[config.mk]
export PLATFORM = sky130hd
export DESIGN_NAME = cpu_timing_ring_counter
export DESIGN_NICKNAME = d
export VERILOG_FILES = /design/src/timing_ring_pkg.sv /design/src/phase_splitter.sv /design/src/pulse_gate.sv /design/src/cpu_timing_ring_counter.sv
export SDC_FILE = /design/constraint.sdc
export NUM_CORES = 1
export LEC_CHECK = 0
export BUFFER_PORTS_ARGS = -buffer_cell sky130_fd_sc_hd__buf_4
export CAP_MARGIN = 20
export CORE_AREA = 2 2 39 41
export CTS_BUF_LIST = sky130_fd_sc_hd__clkbuf_8
export DETAILED_ROUTE_END_ITERATION = 10
export DIE_AREA = 0 0 41 43
export PLACE_DENSITY_LB_ADDON = 0.08
export SETUP_SLACK_MARGIN = 0.15
export SYNTH_ARGS = -nofsm -noshare
export SYNTH_HDL_FRONTEND = slang
export SYNTH_SLANG_ARGS = --single-unit
[constraint.sdc]
create_clock -name clock -period 1.43 [get_ports clock]
set_input_delay 0.143 -clock clock [delete_from_list [all_inputs] [get_ports clock]]
set_output_delay 0.143 -clock clock [all_outputs]
set_load 0.02 [all_outputs]
[src/timing_ring_pkg.sv]
/*
  Shared constants for the processor timing ring counter.
  Assumes one system clock; the selected source clock arrives as a synchronous level.
*/
package timing_ring_pkg;
  // System clock period
  localparam int CLOCK_PERIOD_NS = 8;
  // Number of timing pulses produced by the ring
  localparam int RING_STATES = 5;
  // Bit positions of the timing pulses on the output vectors
  localparam int PULSE_ONE = 0;
  localparam int PULSE_TWO = 1;
  localparam int PULSE_THREE = 2;
  localparam int PULSE_FOUR = 3;
  localparam int PULSE_FIVE = 4;
  // Reset values of ring flops, of the state-four clearing flop and of the phase edge flop
  localparam logic RING_RESET = 1'h0;
  localparam logic FOUR_CLEAR_RESET = 1'h1;
  localparam logic PHASE_RESET = 1'h0;
endpackage : timing_ring_pkg

[src/phase_splitter.sv]
/*
  Phase splitter and buffers: complementary phase clocks, buffered time pulse
  and free-running clock pulse pairs, plus a one-cycle tick at the trailing
  edge of the buffered time pulse.
  Assumes selectedSourceClock is synchronous to clock and is active low.
*/
`timescale 1ns/1ps
module phase_splitter (
  input wire logic clock,
  input wire logic rst_n,
  input wire logic selectedSourceClock,
  output logic phaseClockHigh,
  output logic phaseClockLow,
  output logic bufferedTimePulse,
  output logic bufferedTimePulseN,
  output logic freeRunningClockPulse,
  output logic freeRunningClockPulseN,
  output logic pulseTick
);
  typedef struct packed {
    logic highPrev;
  } split_state_t;

  split_state_t state;
  split_state_t next_state;

  // Phase clocks follow the source, high one inverted
  assign phaseClockHigh = ~selectedSourceClock;
  assign phaseClockLow = selectedSourceClock;
  // True copies in phase with the high phase clock
  assign bufferedTimePulse = phaseClockHigh;
  assign bufferedTimePulseN = phaseClockLow;
  assign freeRunningClockPulse = phaseClockHigh;
  assign freeRunningClockPulseN = phaseClockLow;
  // Both trailing edges coincide, so one tick serves all flops
  assign pulseTick = state.highPrev & ~phaseClockHigh;

  // Remember last high phase level
  always_comb begin
    next_state = state;
    next_state.highPrev = phaseClockHigh;
  end

  // Register the state
  always_ff @(posedge clock) begin
    if (!rst_n) begin
      state <= '{highPrev: timing_ring_pkg::PHASE_RESET};
    end else begin
      state <= next_state;
    end
  end

  // Phase clocks always opposite
  chk_phase_pair: assert property (
    @(posedge clock) disable iff (!rst_n)
    phaseClockHigh != phaseClockLow)
    else $error("phase clocks not complementary");
  // Tick only where the high phase has just ended
  chk_tick_edge: assert property (
    @(posedge clock) disable iff (!rst_n)
    pulseTick |-> $past(bufferedTimePulse) && !bufferedTimePulse)
    else $error("tick without trailing edge");
endmodule : phase_splitter

[src/pulse_gate.sv]
/*
  Timing pulse gates: each timing pulse is one phase clock gated by one bit of the gate vector.
  Assumes the gate vector changes only at trailing edges of the phase clocks.
*/
`timescale 1ns/1ps
module pulse_gate #(
  parameter int WIDTH = timing_ring_pkg::RING_STATES
) (
  input wire logic phaseClockHigh,
  input wire logic phaseClockLow,
  input wire logic [WIDTH-1:0] gate,
  output logic [WIDTH-1:0] timingPulseHigh,
  output logic [WIDTH-1:0] timingPulseLowN
);
  // High pulses go high with the high phase; low pulses go low with the low phase
  assign timingPulseHigh = gate & {WIDTH{phaseClockHigh}};
  assign timingPulseLowN = ~gate | {WIDTH{phaseClockLow}};
endmodule : pulse_gate

[src/cpu_timing_ring_counter.sv]
/*
  Processor timing generator core: phase split, buffered pulses, five-state
  ring counter with pulse helpers, and gated timing pulses.
  Assumes init, the stop-before-state-one request and the state-two hold are
  synchronous levels from the pause logic, stable before each tick.
*/
`timescale 1ns/1ps
// Behaviour
// High phase clock inverts source clock; low phase clock follows it.
// Buffered and free-running pulses come as true/complement pairs, true with high.
// Init clears the whole ring counter.
// State four cleared via flop set by init, released on next tick.
// With five, two, one-helper idle, next tick sets state four.
// All ring flops change together at the buffered pulse trailing edge; init and the four clearing flop act at any clock.
// After state four, next tick sets five and clears four.
// From five, tick sets one unless stop-before-one requested; then five holds.
// Tick after one sets two, never three at the same time.
// Next tick moves two to three, then three to four.
// Two and five pulse helpers last one tick; pulses emitted once.
// Timing pulses are phase clocks gated by ring states.
// Ring holds in two for bus transfers, in five for cache.
// Pause logic supplies hold requests synchronously before each tick.
module cpu_timing_ring_counter (
  input wire logic clock,
  input wire logic rst_n,
  input wire logic selectedSourceClock,
  input wire logic initPulse,
  input wire logic holdBeforeStateOne,
  input wire logic holdInStateTwo,
  output logic phaseClockHigh,
  output logic phaseClockLow,
  output logic bufferedTimePulse,
  output logic bufferedTimePulseN,
  output logic freeRunningClockPulse,
  output logic freeRunningClockPulseN,
  output logic [timing_ring_pkg::RING_STATES-1:0] timingPulseHigh,
  output logic [timing_ring_pkg::RING_STATES-1:0] timingPulseLowN,
  output logic [timing_ring_pkg::RING_STATES-1:0] ringState
);
  typedef struct packed {
    logic stateOne;
    logic stateOneHelper;
    logic stateTwo;
    logic stateTwoPulseHelper;
    logic stateThree;
    logic stateFour;
    logic stateFive;
    logic stateFivePulseHelper;
    logic fourClear;
  } ring_state_t;

  ring_state_t state;
  ring_state_t next_state;
  logic pulseTick;
  logic armFour;
  logic advanceFive;
  logic advanceTwo;
  logic [timing_ring_pkg::RING_STATES-1:0] pulseEnable;

  // Clock phases and buffered pulse pairs
  phase_splitter splitter (
    .clock(clock),
    .rst_n(rst_n),
    .selectedSourceClock(selectedSourceClock),
    .phaseClockHigh(phaseClockHigh),
    .phaseClockLow(phaseClockLow),
    .bufferedTimePulse(bufferedTimePulse),
    .bufferedTimePulseN(bufferedTimePulseN),
    .freeRunningClockPulse(freeRunningClockPulse),
    .freeRunningClockPulseN(freeRunningClockPulseN),
    .pulseTick(pulseTick)
  );

  // Ring step conditions
  assign armFour = ~state.stateFive & ~state.stateTwo & ~state.stateOneHelper;
  assign advanceFive = state.stateFive & ~holdBeforeStateOne;
  assign advanceTwo = state.stateTwo & ~holdInStateTwo;

  // Next ring values: init applies at any clock, stepping only at the tick
  always_comb begin
    next_state = state;
    if (initPulse) begin
      next_state.stateOne = timing_ring_pkg::RING_RESET;
      next_state.stateOneHelper = timing_ring_pkg::RING_RESET;
      next_state.stateTwo = timing_ring_pkg::RING_RESET;
      next_state.stateTwoPulseHelper = timing_ring_pkg::RING_RESET;
      next_state.stateThree = timing_ring_pkg::RING_RESET;
      next_state.stateFive = timing_ring_pkg::RING_RESET;
      next_state.stateFivePulseHelper = timing_ring_pkg::RING_RESET;
      next_state.fourClear = timing_ring_pkg::FOUR_CLEAR_RESET;
    end else if (pulseTick) begin
      next_state.fourClear = 1'h0;
      // Four: J from arm, goes off at the next tick whenever set
      next_state.stateFour = armFour & ~state.stateFour & ~state.fourClear;
      // Five set from four, held while stopped
      next_state.stateFive = state.stateFour | (state.stateFive & ~advanceFive);
      next_state.stateFivePulseHelper = state.stateFour;
      // One and its helper load together from the five exit
      next_state.stateOne = advanceFive;
      next_state.stateOneHelper = advanceFive;
      // Two set from one, held during pause
      next_state.stateTwo = state.stateOne | (state.stateTwo & ~advanceTwo);
      next_state.stateTwoPulseHelper = state.stateOne;
      // Three needs two already active
      next_state.stateThree = advanceTwo;
    end
    // Four is held clear by its clearing flop, not by init directly
    if (state.fourClear) begin
      next_state.stateFour = 1'h0;
    end
  end

  // Register the ring
  always_ff @(posedge clock) begin
    if (!rst_n) begin
      state <= '{stateOne: timing_ring_pkg::RING_RESET,
                 stateOneHelper: timing_ring_pkg::RING_RESET,
                 stateTwo: timing_ring_pkg::RING_RESET,
                 stateTwoPulseHelper: timing_ring_pkg::RING_RESET,
                 stateThree: timing_ring_pkg::RING_RESET,
                 stateFour: timing_ring_pkg::RING_RESET,
                 stateFive: timing_ring_pkg::RING_RESET,
                 stateFivePulseHelper: timing_ring_pkg::RING_RESET,
                 fourClear: timing_ring_pkg::FOUR_CLEAR_RESET};
    end else begin
      state <= next_state;
    end
  end

  // Order five ring bits onto the pulse vector
  function automatic logic [timing_ring_pkg::RING_STATES-1:0] pack_ring(
    input logic one,
    input logic two,
    input logic three,
    input logic four,
    input logic five
  );
    logic [timing_ring_pkg::RING_STATES-1:0] ordered;
    ordered = '0;
    ordered[timing_ring_pkg::PULSE_ONE] = one;
    ordered[timing_ring_pkg::PULSE_TWO] = two;
    ordered[timing_ring_pkg::PULSE_THREE] = three;
    ordered[timing_ring_pkg::PULSE_FOUR] = four;
    ordered[timing_ring_pkg::PULSE_FIVE] = five;
    return ordered;
  endfunction : pack_ring

  // Helpers, not main flops, drive pulses two and five so a pause gives one pulse
  assign pulseEnable = pack_ring(state.stateOne, state.stateTwoPulseHelper, state.stateThree, state.stateFour,
    state.stateFivePulseHelper);

  // Main ring flops for observers
  assign ringState = pack_ring(state.stateOne, state.stateTwo, state.stateThree, state.stateFour, state.stateFive);

  // Gate phase clocks with ring states
  pulse_gate #(.WIDTH(timing_ring_pkg::RING_STATES)) gates (
    .phaseClockHigh(phaseClockHigh),
    .phaseClockLow(phaseClockLow),
    .gate(pulseEnable),
    .timingPulseHigh(timingPulseHigh),
    .timingPulseLowN(timingPulseLowN)
  );

  // Init clears every ring flop but four and sets the clearing flop
  chk_init_clears: assert property (
    @(posedge clock) disable iff (!rst_n)
    initPulse |=> !state.stateOne && !state.stateTwo && !state.stateThree && !state.stateFive && state.fourClear)
    else $error("init left ring set");

  // Four is gone two edges after init, through the clearing flop
  chk_init_four_clear: assert property (
    @(posedge clock) disable iff (!rst_n)
    initPulse |-> ##2 !state.stateFour)
    else $error("four survived init");

  // Clearing flop keeps four off
  chk_four_held: assert property (
    @(posedge clock) disable iff (!rst_n)
    state.fourClear |=> !state.stateFour)
    else $error("four set while clearing flop on");

  // Clearing flop lets go only at a tick
  chk_clear_hold: assert property (
    @(posedge clock) disable iff (!rst_n)
    state.fourClear && !initPulse && !pulseTick |=> state.fourClear)
    else $error("clearing flop dropped off tick");

  // First tick after init drops the clearing flop
  chk_clear_release: assert property (
    @(posedge clock) disable iff (!rst_n)
    state.fourClear && !initPulse && pulseTick |=> !state.fourClear)
    else $error("clearing flop stuck");

  // Cleared ring starts by setting four
  chk_start_four: assert property (
    @(posedge clock) disable iff (!rst_n)
    pulseTick && !initPulse && !state.fourClear && ringState == 5'h00 && !state.stateOneHelper |=> state.stateFour)
    else $error("ring failed to start");

  // Four is not armed while five, two or the one helper is on
  chk_no_arm_busy: assert property (
    @(posedge clock) disable iff (!rst_n)
    pulseTick && !initPulse && (state.stateFive || state.stateTwo || state.stateOneHelper) |=> !state.stateFour)
    else $error("four set while ring busy");

  // Ring moves only at a tick
  chk_quiet_between: assert property (
    @(posedge clock) disable iff (!rst_n)
    !pulseTick && !initPulse && !state.fourClear |=> $stable(ringState))
    else $error("ring moved off tick");

  // All flops change together, so never two states at once
  chk_ring_onehot: assert property (
    @(posedge clock) disable iff (!rst_n)
    $onehot0(ringState))
    else $error("more than one ring flop set");

  // Four passes to five
  chk_four_to_five: assert property (
    @(posedge clock) disable iff (!rst_n)
    pulseTick && !initPulse && state.stateFour |=> state.stateFive && !state.stateFour)
    else $error("four did not pass");

  // Five leaves for one unless the stop request stands
  chk_five_exit: assert property (
    @(posedge clock) disable iff (!rst_n)
    pulseTick && !initPulse && state.stateFive |=> (state.stateOne == !$past(holdBeforeStateOne)) &&
      (state.stateFive == $past(holdBeforeStateOne)))
    else $error("five exit wrong");

  // One comes only from five
  chk_one_from_five: assert property (
    @(posedge clock) disable iff (!rst_n)
    pulseTick && !initPulse && !state.stateFive |=> !state.stateOne)
    else $error("one set without five");

  // One passes to two, three stays off
  chk_one_to_two: assert property (
    @(posedge clock) disable iff (!rst_n)
    pulseTick && !initPulse && state.stateOne |=> state.stateTwo && !state.stateThree && !state.stateOne)
    else $error("one did not pass to two");

  // Two leaves for three unless held
  chk_two_exit: assert property (
    @(posedge clock) disable iff (!rst_n)
    pulseTick && !initPulse && state.stateTwo && !state.stateOne |=> state.stateThree == !$past(holdInStateTwo))
    else $error("two exit wrong");

  // Three comes only from two
  chk_three_from_two: assert property (
    @(posedge clock) disable iff (!rst_n)
    pulseTick && !initPulse && !state.stateTwo |=> !state.stateThree)
    else $error("three set without two");

  // Three closes the loop into four
  chk_three_to_four: assert property (
    @(posedge clock) disable iff (!rst_n)
    pulseTick && !initPulse && state.stateThree |=> state.stateFour && !state.stateThree)
    else $error("loop not closed");

  // Two helper lasts one tick
  chk_helper_once: assert property (
    @(posedge clock) disable iff (!rst_n)
    pulseTick && state.stateTwoPulseHelper |=> !state.stateTwoPulseHelper)
    else $error("two helper held");

  // Five helper lasts one tick
  chk_five_helper_once: assert property (
    @(posedge clock) disable iff (!rst_n)
    pulseTick && state.stateFivePulseHelper |=> !state.stateFivePulseHelper)
    else $error("five helper held");

  // Two helper sets with two
  chk_two_helper_set: assert property (
    @(posedge clock) disable iff (!rst_n)
    pulseTick && !initPulse && state.stateOne |=> state.stateTwoPulseHelper)
    else $error("two helper missed");

  // Five helper sets with five
  chk_five_helper_set: assert property (
    @(posedge clock) disable iff (!rst_n)
    pulseTick && !initPulse && state.stateFour |=> state.stateFivePulseHelper)
    else $error("five helper missed");

  // Stop request keeps five, with no second pulse
  chk_hold_five: assert property (
    @(posedge clock) disable iff (!rst_n)
    pulseTick && !initPulse && state.stateFive && holdBeforeStateOne |=>
      state.stateFive && !state.stateFivePulseHelper)
    else $error("five not held");

  // Pause hold keeps two, with no second pulse
  chk_hold_two: assert property (
    @(posedge clock) disable iff (!rst_n)
    pulseTick && !initPulse && state.stateTwo && holdInStateTwo |=> state.stateTwo && !state.stateTwoPulseHelper)
    else $error("two not held");

  // High pulse five is the high phase gated by its helper
  chk_gate_pulse: assert property (
    @(posedge clock) disable iff (!rst_n)
    timingPulseHigh[timing_ring_pkg::PULSE_FIVE] |-> phaseClockHigh && state.stateFivePulseHelper)
    else $error("five pulse not gated");

  // Low pulse two is the low phase gated by its helper
  chk_low_pulse_gate: assert property (
    @(posedge clock) disable iff (!rst_n)
    !timingPulseLowN[timing_ring_pkg::PULSE_TWO] |-> !phaseClockLow && state.stateTwoPulseHelper)
    else $error("two low pulse not gated");

  // No high pulse outside the high phase
  chk_pulse_high_idle: assert property (
    @(posedge clock) disable iff (!rst_n)
    !phaseClockHigh |-> timingPulseHigh == '0)
    else $error("high pulse outside phase");

  // No low pulse outside the low phase
  chk_pulse_low_idle: assert property (
    @(posedge clock) disable iff (!rst_n)
    phaseClockLow |-> timingPulseLowN == '1)
    else $error("low pulse outside phase");
endmodule : cpu_timing_ring_counter

# Word-level counts from Yosys, hierarchy flattened
# Cells that the tools add are included.
# classes
reduce_logical,3
bitwise_logic,26
# op_table
op,n
inverter 1 bit,12
AND 1 bit,9
AND 5 bit,1
inverter 5 bit,1
OR 5 bit,1
OR reduction 2 bit,2
OR 1 bit,2
AND reduction 2 bit,1
# word_totals
inputBits,6
out_inout_bits,21
ff_bits,9

# Longest topological paths before layout
# Gate-level depths: netlist (run 1).
# depth
word_depth,5
depth_mapped,3
mapped_depth_nobuf,3

# Modules after synthesis
# From an unflattened synthesis (run 1), not the netlist that was laid out.
# unflattened
cells_unflattened,56
area_unflattened_um2,474.2
# by_module_without_submodules
module,area_each_um2,seq_area_each_um2,n_inst,cells_each
cpu_timing_ring_counter,337.8,160.2,1,37
phase_splitter,73.8,20.0,1,9
pulse_gate,62.6,0.0,1,10

# Least setup slack after synthesis (run 1)
# No wires, ideal clock.
# synth_path
kind,register -> register
startpoint,reg state[7] (netlist bit)
endpoint,"reg state, in the netlist ringState[3]"
setup_ns,0.070
path_slack_ns,0.149
path_stages_with_launch,4
required_time_ns,1.360
n_path_buf,0
arrival_ns,1.211
period_less_slack_ns,1.281
path_cell_list,dfxtp_1 -> or4_1 -> or3_1 -> a21oi_1
# synth_via
elab_chain_len,4
# synth_lines
item,line,source
from (decl),cpu_timing_ring_counter.sv:52,ring_state_t state;
from (signal assigned),cpu_timing_ring_counter.sv:116,"state <= '{stateOne: timing_ring_pkg::RING_RESET,"
from (signal assigned),cpu_timing_ring_counter.sv:126,state <= next_state;
inverter 1 bit,cpu_timing_ring_counter.sv:75,assign armFour = ~state.stateFive & ~state.stateTwo & ~state.stateOneHelper;
AND 1 bit,cpu_timing_ring_counter.sv:75,
AND 1 bit (2 in a row),cpu_timing_ring_counter.sv:94,next_state.stateFour = armFour & ~state.stateFour & ~state.fourClear;
# Every way passes these cells.
# A chain may end at the register's enable or synchronous reset.

# Final worst setup path (run 1)
# Same ends and word-level chain as after synthesis.

==> metrics.md, run 1 <==
| Metric | Value |
|---|---|
| Final design utilization | `46.1%` |
| Final antenna-violating net count | `0` |
| Sequential area share after synthesis | `about two fifths` |
| CP arrival | `1460 ps` |
| Register area | `around 180 um2` |
| I/O Pins | `27` |
| Area of the multi-input gates | `approximately 160 um2` |
| Cell Area, Synth | `435 um2` |
| Critical Setup Path Class | `register to register` |
| Core Region | `between 1000 and 1500 um2` |
| Rel. slew slack | `81.3%` |
| Via Count | `414` |
| Hold bufs inserted after CTS | `0` |
| Drt initial violations | `2` |
| Cells on Worst Hold Path | `2` |
| Vias in the first global route | `390` |
| Largest stage delay on the critical path | `roughly 500 ps` |
| Syn Nets | `61` |
| Final RePlAce weighted congestion | `0.714` |
| Tightest Hold Check Type | `input port to register` |
| Leakage | `0.324 nW` |
| Syn avg cell area | `7.92 um2` |
| CP Max Fanout | `2` |
| Max cap viols | `0` |
| Port Buf Inserts | `26` |
| CP startpoint | `state[7]` |
| Slowest cell on crit path | `or4_1` |
| Worst-path clk slew | `50 ps` |
| RSZ-0062 raised after global routing | `yes` |
| GRT Resource Usage Total | `between 10% and 20%` |
| Pre-CTS setup slack | `99.8 ps` |
| Outcome | `complete, no violations` |
| Critical path, cell by cell | `or4_1 > or3_1 > a21oi_1` |
| CTS Sinks | `9` |
| Final setup viols | `0` |
| Filler instances | `151` |
| CP required | `1590 ps` |
| DRC errors left | `0` |
| Die ar. | `1760 um2` |
| Final worst-path cycle share | `around nine tenths` |
| R2R setup slack | `130 ps` |
| Post-synthesis instance total | `55` |
| Routed len/inst | `10.6 um` |
| Total grt overflow | `0` |
| Area Growth Syn to Fin | `46.6%` |
| Worst Max-Slew Pin Slew | `between 200 and 300 ps` |
| Largest net degree at the start of global routing | `11` |
| CTS buffer count | `3` |
| Family with the most delay on the worst path | `simple AND/OR/NAND/NOR gates` |
| Share of layout cells above drive strength 1 | `between 40% and 50%` |
| Worst vdd ir | `0.403 mV` |
| Tot Pwr | `0.000595 W` |
| Drt first pass iters | `3` |
| H-tree levels | `1` |
| Die W | `around 41 um` |
| First-pass GRT wire length | `1590 um` |
| R2R cell count | `3` |
| Final Skew | `2.85 ps` |
| TritonCTS clock tree | `done` |
| Starting density of the core | `31.5%` |
| Die H | `43 um` |
| Nets@finish | `84` |
| Setup TNS | `0 ps` |
| Final instance area | `638 um2` |
| Pwr dens | `933 nW/um2` |
| Placed Area | `576 um2` |
| Fin. Hold Viols | `0` |
| Syn. warnings | `0` |
| Final Max Tran Viols | `0` |
| Clock Root Buffer | `clkbuf_8` |
| Hold wc startpoint | `rst_n` |
| Worst Path Buf+Inv | `0` |
| Critical path endpoint category | `register` |
| Distinct cells, synth | `16` |
| Ant diodes | `0` |
| Final min period | `roughly 1300 ps` |
| Total Wirelength | `approximately 990 um` |
| FF+latch count, synth | `9` |
| Worst skew pair latency | `230 ps` |
| Row count | `14` |
| CP Depth | `3` |
| Initial antenna violation count | `0` |
| Critical Path Source Type | `register` |
| Longest Clk Path Bufs | `2` |
| Highest Clock Rate | `0.770 GHz` |
| DP HPWL | `736 um` |
| Final setup margin | `roughly 130 ps` |
| RR Startpoint | `state[7]` |
| Number of vias per cell | `around 4.5` |
==> per-stage QoR <==
step	instances	hold WS (ps)
3_3_place_gp	87	378
6_report	93	148
5_1_grt	93	161
2_1_floorplan	55	215
4_1_cts	93	146
3_5_place_dp	87	386
==> path summary, 6_finish.rpt <==
path                                       end
worst max-delay path              ringState[3]
worst min-delay path            splitter.state
worst max register to register    ringState[3]
worst min register to register        state[0]
==> worst reg2reg max path, stage by stage (launching register included) <==
cell,delay (ps)
dfxtp_2,310
or4_1,500
or3_1,310
a21oi_1,110
==> routing by layer <==
metal | GRT usage [%] | part of all wire [%] | wire (um) | up-vias
met2 | 20.0 | 45 | 448 | 18
met3 | 3.14 | 8.7 | 86 | 2
met1 | 16.0 | 45 | 445 | 179
li1 | - | - | - | 215
met4 | 10.0 | 0.81 | 8 | 0
met5 | 0 | 0 | 0 | -
==> synth_stat cells <==
| library cell | number | area share [%] |
|---|---|---|
| buf_4 | 10 | 17 |
| dfxtp_1 | 9 | 41 |
| nand2_1 | 9 | 7.8 |
| a21oi_1 | 7 | 8.0 |
| inv_1 | 5 | 4.3 |
| nand2b_1 | 2 | 2.9 |
| nand3_1 | 2 | 2.3 |
| nand4b_1 | 2 | 4.0 |
| o21ai_1 | 2 | 2.3 |
| a21o_1 | 1 | 1.7 |
| inv_2 | 1 | 0.86 |
| nand2_2 | 1 | 1.4 |
| nor2b_1 | 1 | 1.4 |
| o21ai_0 | 1 | 1.1 |
| or3_1 | 1 | 1.4 |
| or4_1 | 1 | 1.7 |
==> cells by family (layout without fill, tap and decap cells) <==
family | after synthesis | count (layout) | synth area share, %
compound gates | 11 | 11 | 13.2
buf+inv | 16 | 38 | 22.4
simple gates | 19 | 19 | 23.0
flops | 9 | 9 | 41.4
==> timing repair <==
action / in CTS / in global routing
resized for setup: 2 / 0
buffers inserted: 2 / 0
pin swaps: 0 / 0
endpoints found under the setup margin: 1 / 1
==> layout by cell type (no fill, tap or decap) <==
cell type / count
inv_1: 6
dfxtp_2: 2
o21ai_1: 2
or3_1: 1
a21oi_1: 7
inv_2: 1
a21o_1: 1
nand2_1: 9
or4_1: 1
nor2b_1: 1
dfxtp_1: 7
buf_4: 28
nand2b_1: 2
o21ai_0: 1
nand3_1: 2
nand4b_1: 2
clkbuf_8: 3
nand2_2: 1
==> registers in the layout (all words and copies together), names as in the netlist <==
name	count
pulseEnable	2
ringState	4
splitter.state	1
state	2
==> report_power, final <==
group / switching, W / internal [W]
clock network: 0.0000967 / 0.000187
registers: 0.00000251 / 0.000254
logic: 0.0000316 / 0.0000237
==> layout make-up <==
class | count | area share [%]
flip-flops and latches | 9 | 28.6
inverters | 6 | 3.53
well taps | 16 | 3.14
clock buffers | 3 | 6.47
repair buffers | 28 | 32.9
clock inverters | 1 | 0.588
multi-input cells | 30 | 24.7
Power figures use the tool's default switching activity.
==> run 2, diff against run 1 <==
--- a/config.mk
+++ b/config.mk
@@ -15,4 +15,5 @@
 export SETUP_SLACK_MARGIN = 0.15
 export SYNTH_ARGS = -nofsm -noshare
 export SYNTH_HDL_FRONTEND = slang
+export SYNTH_HIERARCHICAL = 1
 export SYNTH_SLANG_ARGS = --single-unit
==> constraint.sdc (replaced) <==
create_clock -name clock -period 1.4 [get_ports clock]
set_input_delay 0.21 -clock clock [delete_from_list [all_inputs] [get_ports clock]]
set_output_delay 0.21 -clock clock [all_outputs]
set_load 0.02 [all_outputs]
==> metrics.md, run 2 <==
| Metric | Value |
|---|---|
| Outcome | `complete, no violations (unchanged)` |
| Rel. slew slack | `78.5% (was 81.3%)` |
| TritonCTS clock tree | `done (unchanged)` |
| Initial antenna violation count | `0 (unchanged)` |
| Sequential area share after synthesis | `38.0% (was 41.4%)` |
| Post-CTS sizing | `0 (was 2)` |
| Via Count | `429 (was 414)` |
| I/O Pins | `27 (unchanged)` |
| Syn avg cell area | `8.47 um2 (was 7.92 um2)` |
| Synth area leaders | `dfxtp_1 38%, buf_4 16%, and2_1 7.9% (was dfxtp_1 41%, buf_4 17%, a21oi_1 8.0%)` |
| Critical Setup Path Class | `register to register (unchanged)` |
| Starting density of the core | `34.3% (was 31.5%)` |
| Highest Clock Rate | `0.845 GHz (was 0.770 GHz)` |
| H-tree levels | `1 (unchanged)` |
| Clock Root Buffer | `clkbuf_8 (unchanged)` |
| Top cell type by total area after synthesis | `dfxtp_1 (unchanged)` |
| Synth Flop Type | `dfxtp_1 (unchanged)` |
| Port Buf Inserts | `26 (unchanged)` |
| Worst Max-Slew Pin Slew | `323 ps (was 281 ps)` |
| Setup TNS | `0 ps (unchanged)` |
| Total grt overflow | `0 (unchanged)` |
| Vias in the first global route | `331 (was 390)` |
| Final instance area | `691 um2 (was 638 um2)` |
| CP required | `1540 ps (was 1590 ps)` |
| Final antenna-violating net count | `0 (unchanged)` |
| Count leader, synth | `buf_4 (unchanged)` |
| Share of the synthesized area in the top cell type | `38.0% (was 41.4%)` |
| CP Max Fanout | `2 (unchanged)` |
| Longest Clk Path Bufs | `2 (unchanged)` |
| Final setup viols | `0 (unchanged)` |
| Final min period | `1180 ps (was 1300 ps)` |
| Synth cell count leaders | `10 x buf_4, 9 x dfxtp_1 (was 10 x buf_4, 9 x dfxtp_1, 9 x nand2_1, 7 x a21oi_1, 5 x inv_1)` |
| DP HPWL | `792 um (was 736 um)` |
| Tightest Hold Check Type | `input port to register (unchanged)` |
| Final RePlAce weighted congestion | `0.746 (was 0.714)` |
| Ant diodes | `0 (unchanged)` |
| CP arrival | `1320 ps (was 1460 ps)` |
| Post-synthesis instance total | `56 (was 55)` |
| Most frequent cells in the layout | `30 x buf_4, 9 x dfxtp_1, 6 x nand2_1, 6 x nand2b_1, 6 x a21oi_1 (was 28 x buf_4, 9 x nand2_1, 7 x a21oi_1, 7 x dfxtp_1, 6 x inv_1)` |
| Nets@finish | `86 (was 84)` |
| Worst-path clk slew | `40 ps (was 50 ps)` |
| Pwr dens | `895 nW/um2 (was 933 nW/um2)` |
| Distinct cells, synth | `17 (was 16)` |
| CTS Sinks | `9 (unchanged)` |
| Worst skew pair latency | `230 ps (about the same)` |
| Core Region | `1380 um2 (unchanged)` |
| Critical path endpoint category | `register (unchanged)` |
| Critical Path Source Type | `register (unchanged)` |
| Final Max Tran Viols | `0 (unchanged)` |
| EDFF count, synth | `0 (unchanged)` |
| RSZ-0062 raised after global routing | `yes (unchanged)` |
| Drt first pass iters | `2 (was 3)` |
| Fin. Hold Viols | `0 (unchanged)` |
| Drt initial violations | `6 (was 2)` |
| Placed Area | `638 um2 (was 576 um2)` |
| Cell Area, Synth | `474 um2 (was 435 um2)` |
| Die H | `43 um (unchanged)` |
| Largest net degree at the start of global routing | `11 (unchanged)` |
| Final worst-path cycle share | `84.6% (was 90.8%)` |
| Leakage | `0.315 nW (was 0.324 nW)` |
| FF+latch count, synth | `9 (unchanged)` |
| Syn. warnings | `6 (was 0)` |
| DRC errors left | `0 (unchanged)` |
| Routed len/inst | `10.6 um (about the same)` |
| Syn Nets | `62 (was 61)` |
| Row count | `14 (unchanged)` |
| Number of vias per cell | `4.52 (was 4.45)` |
| Total Wirelength | `1010 um (was 988 um)` |
| CTS buffer count | `3 (unchanged)` |
| Max reg flops | `4 (unchanged)` |
| GRT Resource Usage Total | `12.2% (was 13.5%)` |
| Area Growth Syn to Fin | `45.6% (was 46.6%)` |
| Asr flop ratio synth | `0% (unchanged)` |
| Share of layout cells above drive strength 1 | `48.1% (was 45.5%)` |
| Worst vdd ir | `0.586 mV (was 0.403 mV)` |
| First-pass GRT wire length | `1440 um (was 1590 um)` |
| Die W | `41 um (unchanged)` |
| Max cap viols | `0 (unchanged)` |
| Final Skew | `2.08 ps (was 2.85 ps)` |
| Die ar. | `1760 um2 (unchanged)` |
| Hold bufs inserted after CTS | `0 (unchanged)` |
| Commonest non-fill, non-tap cell in the layout | `buf_4 (unchanged)` |
-- run 2: repair_timing --
action	CTS	global route
hold endpoints to repair	0	0
pin swaps	1	0
buffers inserted	1	0
setup endpoints to repair	1	1
-- run 2: kinds of logic (layout without fill, tap and decap cells) --
kind of cell | count (synthesis) | count (layout) | share of synthesized area, %
compound gates | 11 | 11 | 15.6
buf+inv | 14 | 37 | 19.0
flops | 9 | 9 | 38.0
simple gates | 22 | 22 | 27.4
-- run 2: final timing paths --
kind / end / slack, ps / from / cells after the start
min: splitter/state / 230 / rst_n / 2
max: ringState[3] / 220 / splitter/state / 4
min reg2reg: pulseEnable[4] / 480 / pulseEnable[4] / 2
max reg2reg: ringState[3] / 220 / splitter/state / 4
-- run 2: layout make-up --
cell class | count | area (um2)
clock buffers | 3 | 41.3
clock inverters | 1 | 3.75
fillers | 136 | 693
inverters | 3 | 13.8
multi-input cells | 33 | 206
flip-flops and latches | 9 | 180
well taps | 16 | 20.0
repair buffers | 30 | 225
-- run 2: metrics by stage --
step / setup WS [ps] / util (%) / cells / hold slack [ps] / power (W)
after floorplan: 121 / - / 56 / 282 / 0.000305
after global placement: 108 / 46.1 / 90 / 464 / 0.000329
after detailed placement: 95.8 / 46.1 / 90 / 459 / 0.000330
after CTS: 215 / 49.9 / 95 / 229 / 0.000629
after global routing: 142 / 49.9 / 95 / 237 / 0.000644
final: 216 / 49.9 / 95 / 227 / 0.000618
-- run 2: worst max-delay path, cell delays in order, from the launching register on --
cell,delay [ps]
dfxtp_1,310
and2_4,150
inv_4,30
or4_4,400
o41ai_2,190
-- run 2: layer usage --
metal / routed length, um / GRT usage [%]
met1: 450 / 14.8
met2: 435 / 18.1
met3: 95 / 3.14
met4: 23 / 8.00
met5: 0 / 0
-- run 2: power breakdown --
part,total [W],internal (W),switching (W)
Combinational,0.0000654,0.0000316,0.0000338
Sequential,0.000261,0.000259,0.00000108
Clock,0.000293,0.000191,0.000102
Total,0.000618,0.000482,0.000137
==> run 3, diff against run 2 <==
==> constraint.sdc (replaced) <==
create_clock -name clock -period 1 [get_ports clock]
set_input_delay 0.15 -clock clock [delete_from_list [all_inputs] [get_ports clock]]
set_output_delay 0.15 -clock clock [all_outputs]
set_load 0.02 [all_outputs]
==> metrics.md, run 3 (synthesis results as in run 2) <==
| Metric | Value |
|---|---|
| Outcome | `finished with violations (was complete, no violations)` |
| Failing checks | `setup timing` |
| Clock Root Buffer | `clkbuf_8 (unchanged)` |
| Core Region | `1380 um2 (unchanged)` |
| Pwr dens | `915 nW/um2 (was 895 nW/um2)` |
| Register area | `194 um2 (was 180 um2)` |
| Worst skew pair latency | `230 ps (about the same)` |
| Total grt overflow | `0 (unchanged)` |
| Largest net degree at the start of global routing | `8 (was 11)` |
| Max cap viols | `0 (unchanged)` |
| Die ar. | `1760 um2 (unchanged)` |
| Final setup margin | `-179 ps (was 216 ps)` |
| Row count | `14 (unchanged)` |
| Tightest Hold Check Type | `input port to register (unchanged)` |
| Leakage | `0.455 nW (was 0.315 nW)` |
| Critical Setup Path Class | `register to register (unchanged)` |
| Drt first pass iters | `2 (unchanged)` |
| I/O Pins | `27 (unchanged)` |
| H-tree levels | `1 (unchanged)` |
| CTS Sinks | `9 (unchanged)` |
| Final antenna-violating net count | `0 (unchanged)` |
| Max reg flops | `4 (unchanged)` |
| Die W | `41 um (unchanged)` |
| First-pass GRT wire length | `1820 um (was 1440 um)` |
| CP Max Fanout | `2 (unchanged)` |
| Final worst-path cycle share | `118% (was 84.6%)` |
| Final instance area | `1000 um2 (was 691 um2)` |
| Commonest non-fill, non-tap cell in the layout | `buf_4 (unchanged)` |
| Area of the multi-input gates | `290 um2 (was 206 um2)` |
| Most frequent cells in the layout | `25 x buf_4, 20 x buf_6 (was 30 x buf_4, 9 x dfxtp_1, 6 x nand2_1, 6 x nand2b_1, 6 x a21oi_1)` |
| DP HPWL | `867 um (was 792 um)` |
| Final min period | `1180 ps (about the same)` |
| Final Skew | `3.93 ps (was 2.08 ps)` |
| Final RePlAce weighted congestion | `0.780 (was 0.746)` |
| Tot Pwr | `0.000914 W (was 0.000618 W)` |
| Final Max Tran Viols | `0 (unchanged)` |
| Largest stage delay on the critical path | `410 ps (was 400 ps)` |
| Die H | `43 um (unchanged)` |
| Port Buf Inserts | `26 (unchanged)` |
| Fin. Hold Viols | `0 (unchanged)` |
| Final setup viols | `12 (was 0)` |
| Slowest cell on crit path | `or4_4 (unchanged)` |
| Routed len/inst | `11.0 um (was 10.6 um)` |
| Nets@finish | `102 (was 86)` |
| Worst Max-Slew Pin Slew | `273 ps (was 323 ps)` |
| Worst-path clk slew | `50 ps (was 40 ps)` |
| Starting density of the core | `34.3% (unchanged)` |
| Critical path endpoint category | `register (unchanged)` |
| Placed Area | `688 um2 (was 638 um2)` |
| CTS buffer count | `3 (unchanged)` |
| Setup TNS | `-1030 ps (was 0 ps)` |
| Ant diodes | `0 (unchanged)` |
| Number of vias per cell | `4.67 (was 4.52)` |
| TritonCTS clock tree | `done (unchanged)` |
| Longest Clk Path Bufs | `2 (unchanged)` |
| RSZ-0062 raised after global routing | `yes (unchanged)` |
| CP arrival | `1310 ps (was 1320 ps)` |
| Worst vdd ir | `0.718 mV (was 0.586 mV)` |
| Vias in the first global route | `430 (was 331)` |
| Initial antenna violation count | `0 (unchanged)` |
| CP required | `1130 ps (was 1540 ps)` |
| DRC errors left | `0 (unchanged)` |
| Highest Clock Rate | `0.848 GHz (was 0.845 GHz)` |
| Area Growth Syn to Fin | `111% (was 45.6%)` |
| Via Count | `518 (was 429)` |
| Share of layout cells above drive strength 1 | `81.1% (was 48.1%)` |
| Total Wirelength | `1230 um (was 1010 um)` |
| Critical path, cell by cell | `and2_4 > inv_4 > or4_4 > o41ai_2 (unchanged)` |
| Rel. slew slack | `81.8% (was 78.5%)` |
| GRT Resource Usage Total | `15.5% (was 12.2%)` |
| Critical Path Source Type | `register (unchanged)` |
| Filler instances | `106 (was 136)` |
| Drt initial violations | `1 (was 6)` |
-- run 3: cell count changes in the layout (fill, tap and decap cells not counted), moves of 4 or more --
cell	previous run	this run
buf_6	0	20
buf_4	30	25
dfxtp_1	9	4
a21oi_1	6	2
a21oi_2	0	4
and2_1	5	1
nand2_1	6	2
nand2_4	0	4
-- run 3: stage by stage --
stage / utilization (%) / setup WS (ps) / hold slack [ps] / cells
floorplan: - / -279 / 222 / 56
global placement: 49.7 / -249 / 383 / 96
detailed placement: 49.7 / -286 / 394 / 96
CTS: 65.5 / -185 / 161 / 106
global route: 72.2 / -235 / 162 / 111
finish: 72.2 / -179 / 157 / 111
-- run 3: timing repair --
item,4_1_cts,5_1_grt
gates resized for setup,37,12
setup buffers,6,5
hold buffers,0,0
gates cloned,0,0
pin swaps,11,0
endpoints found under the setup margin,26,26
-- run 3: final timing paths --
check / from / end / slack (ps) / cells past startpoint
setup / recovery: splitter/state / ringState[3] / -180 / 4
hold / removal: rst_n / splitter/state / 160 / 2
setup reg to reg: splitter/state / ringState[3] / -180 / 4
hold reg to reg: ringState[4] / ringState[4] / 510 / 2
-- run 3: final cells by class --
class	count	share of cell area [%]
repair buffers	46	43.3
multi-input cells	33	29.0
flip-flops and latches	9	19.4
clock buffers	3	4.13
well taps	16	2.00
inverters	3	1.75
clock inverters	1	0.375
-- run 3: power by group --
part           leakage (nW)  switching, W  internal, W
Clock                0.0269      0.000138     0.000267
Combinational         0.352     0.0000652    0.0000879
Sequential           0.0763    0.00000115     0.000355
-- run 3: per-layer routing --
metal / global-route usage [%] / routed length, um / vias up
li1: - / - / 256
met4: 8.00 / 13 / 0
met1: 16.7 / 468 / 241
met5: 0 / 0 / -
met3: 3.14 / 57 / 2
met2: 26.6 / 686 / 19
-- run 3: critical path: cells and delay by family, from the launching register on --
family / cells / cell delay [ps]
buffers and inverters: 1 / 30
AO/OA/AOI/OAI: 1 / 200
AND/OR/NAND/NOR: 2 / 560
flip-flops: 1 / 300
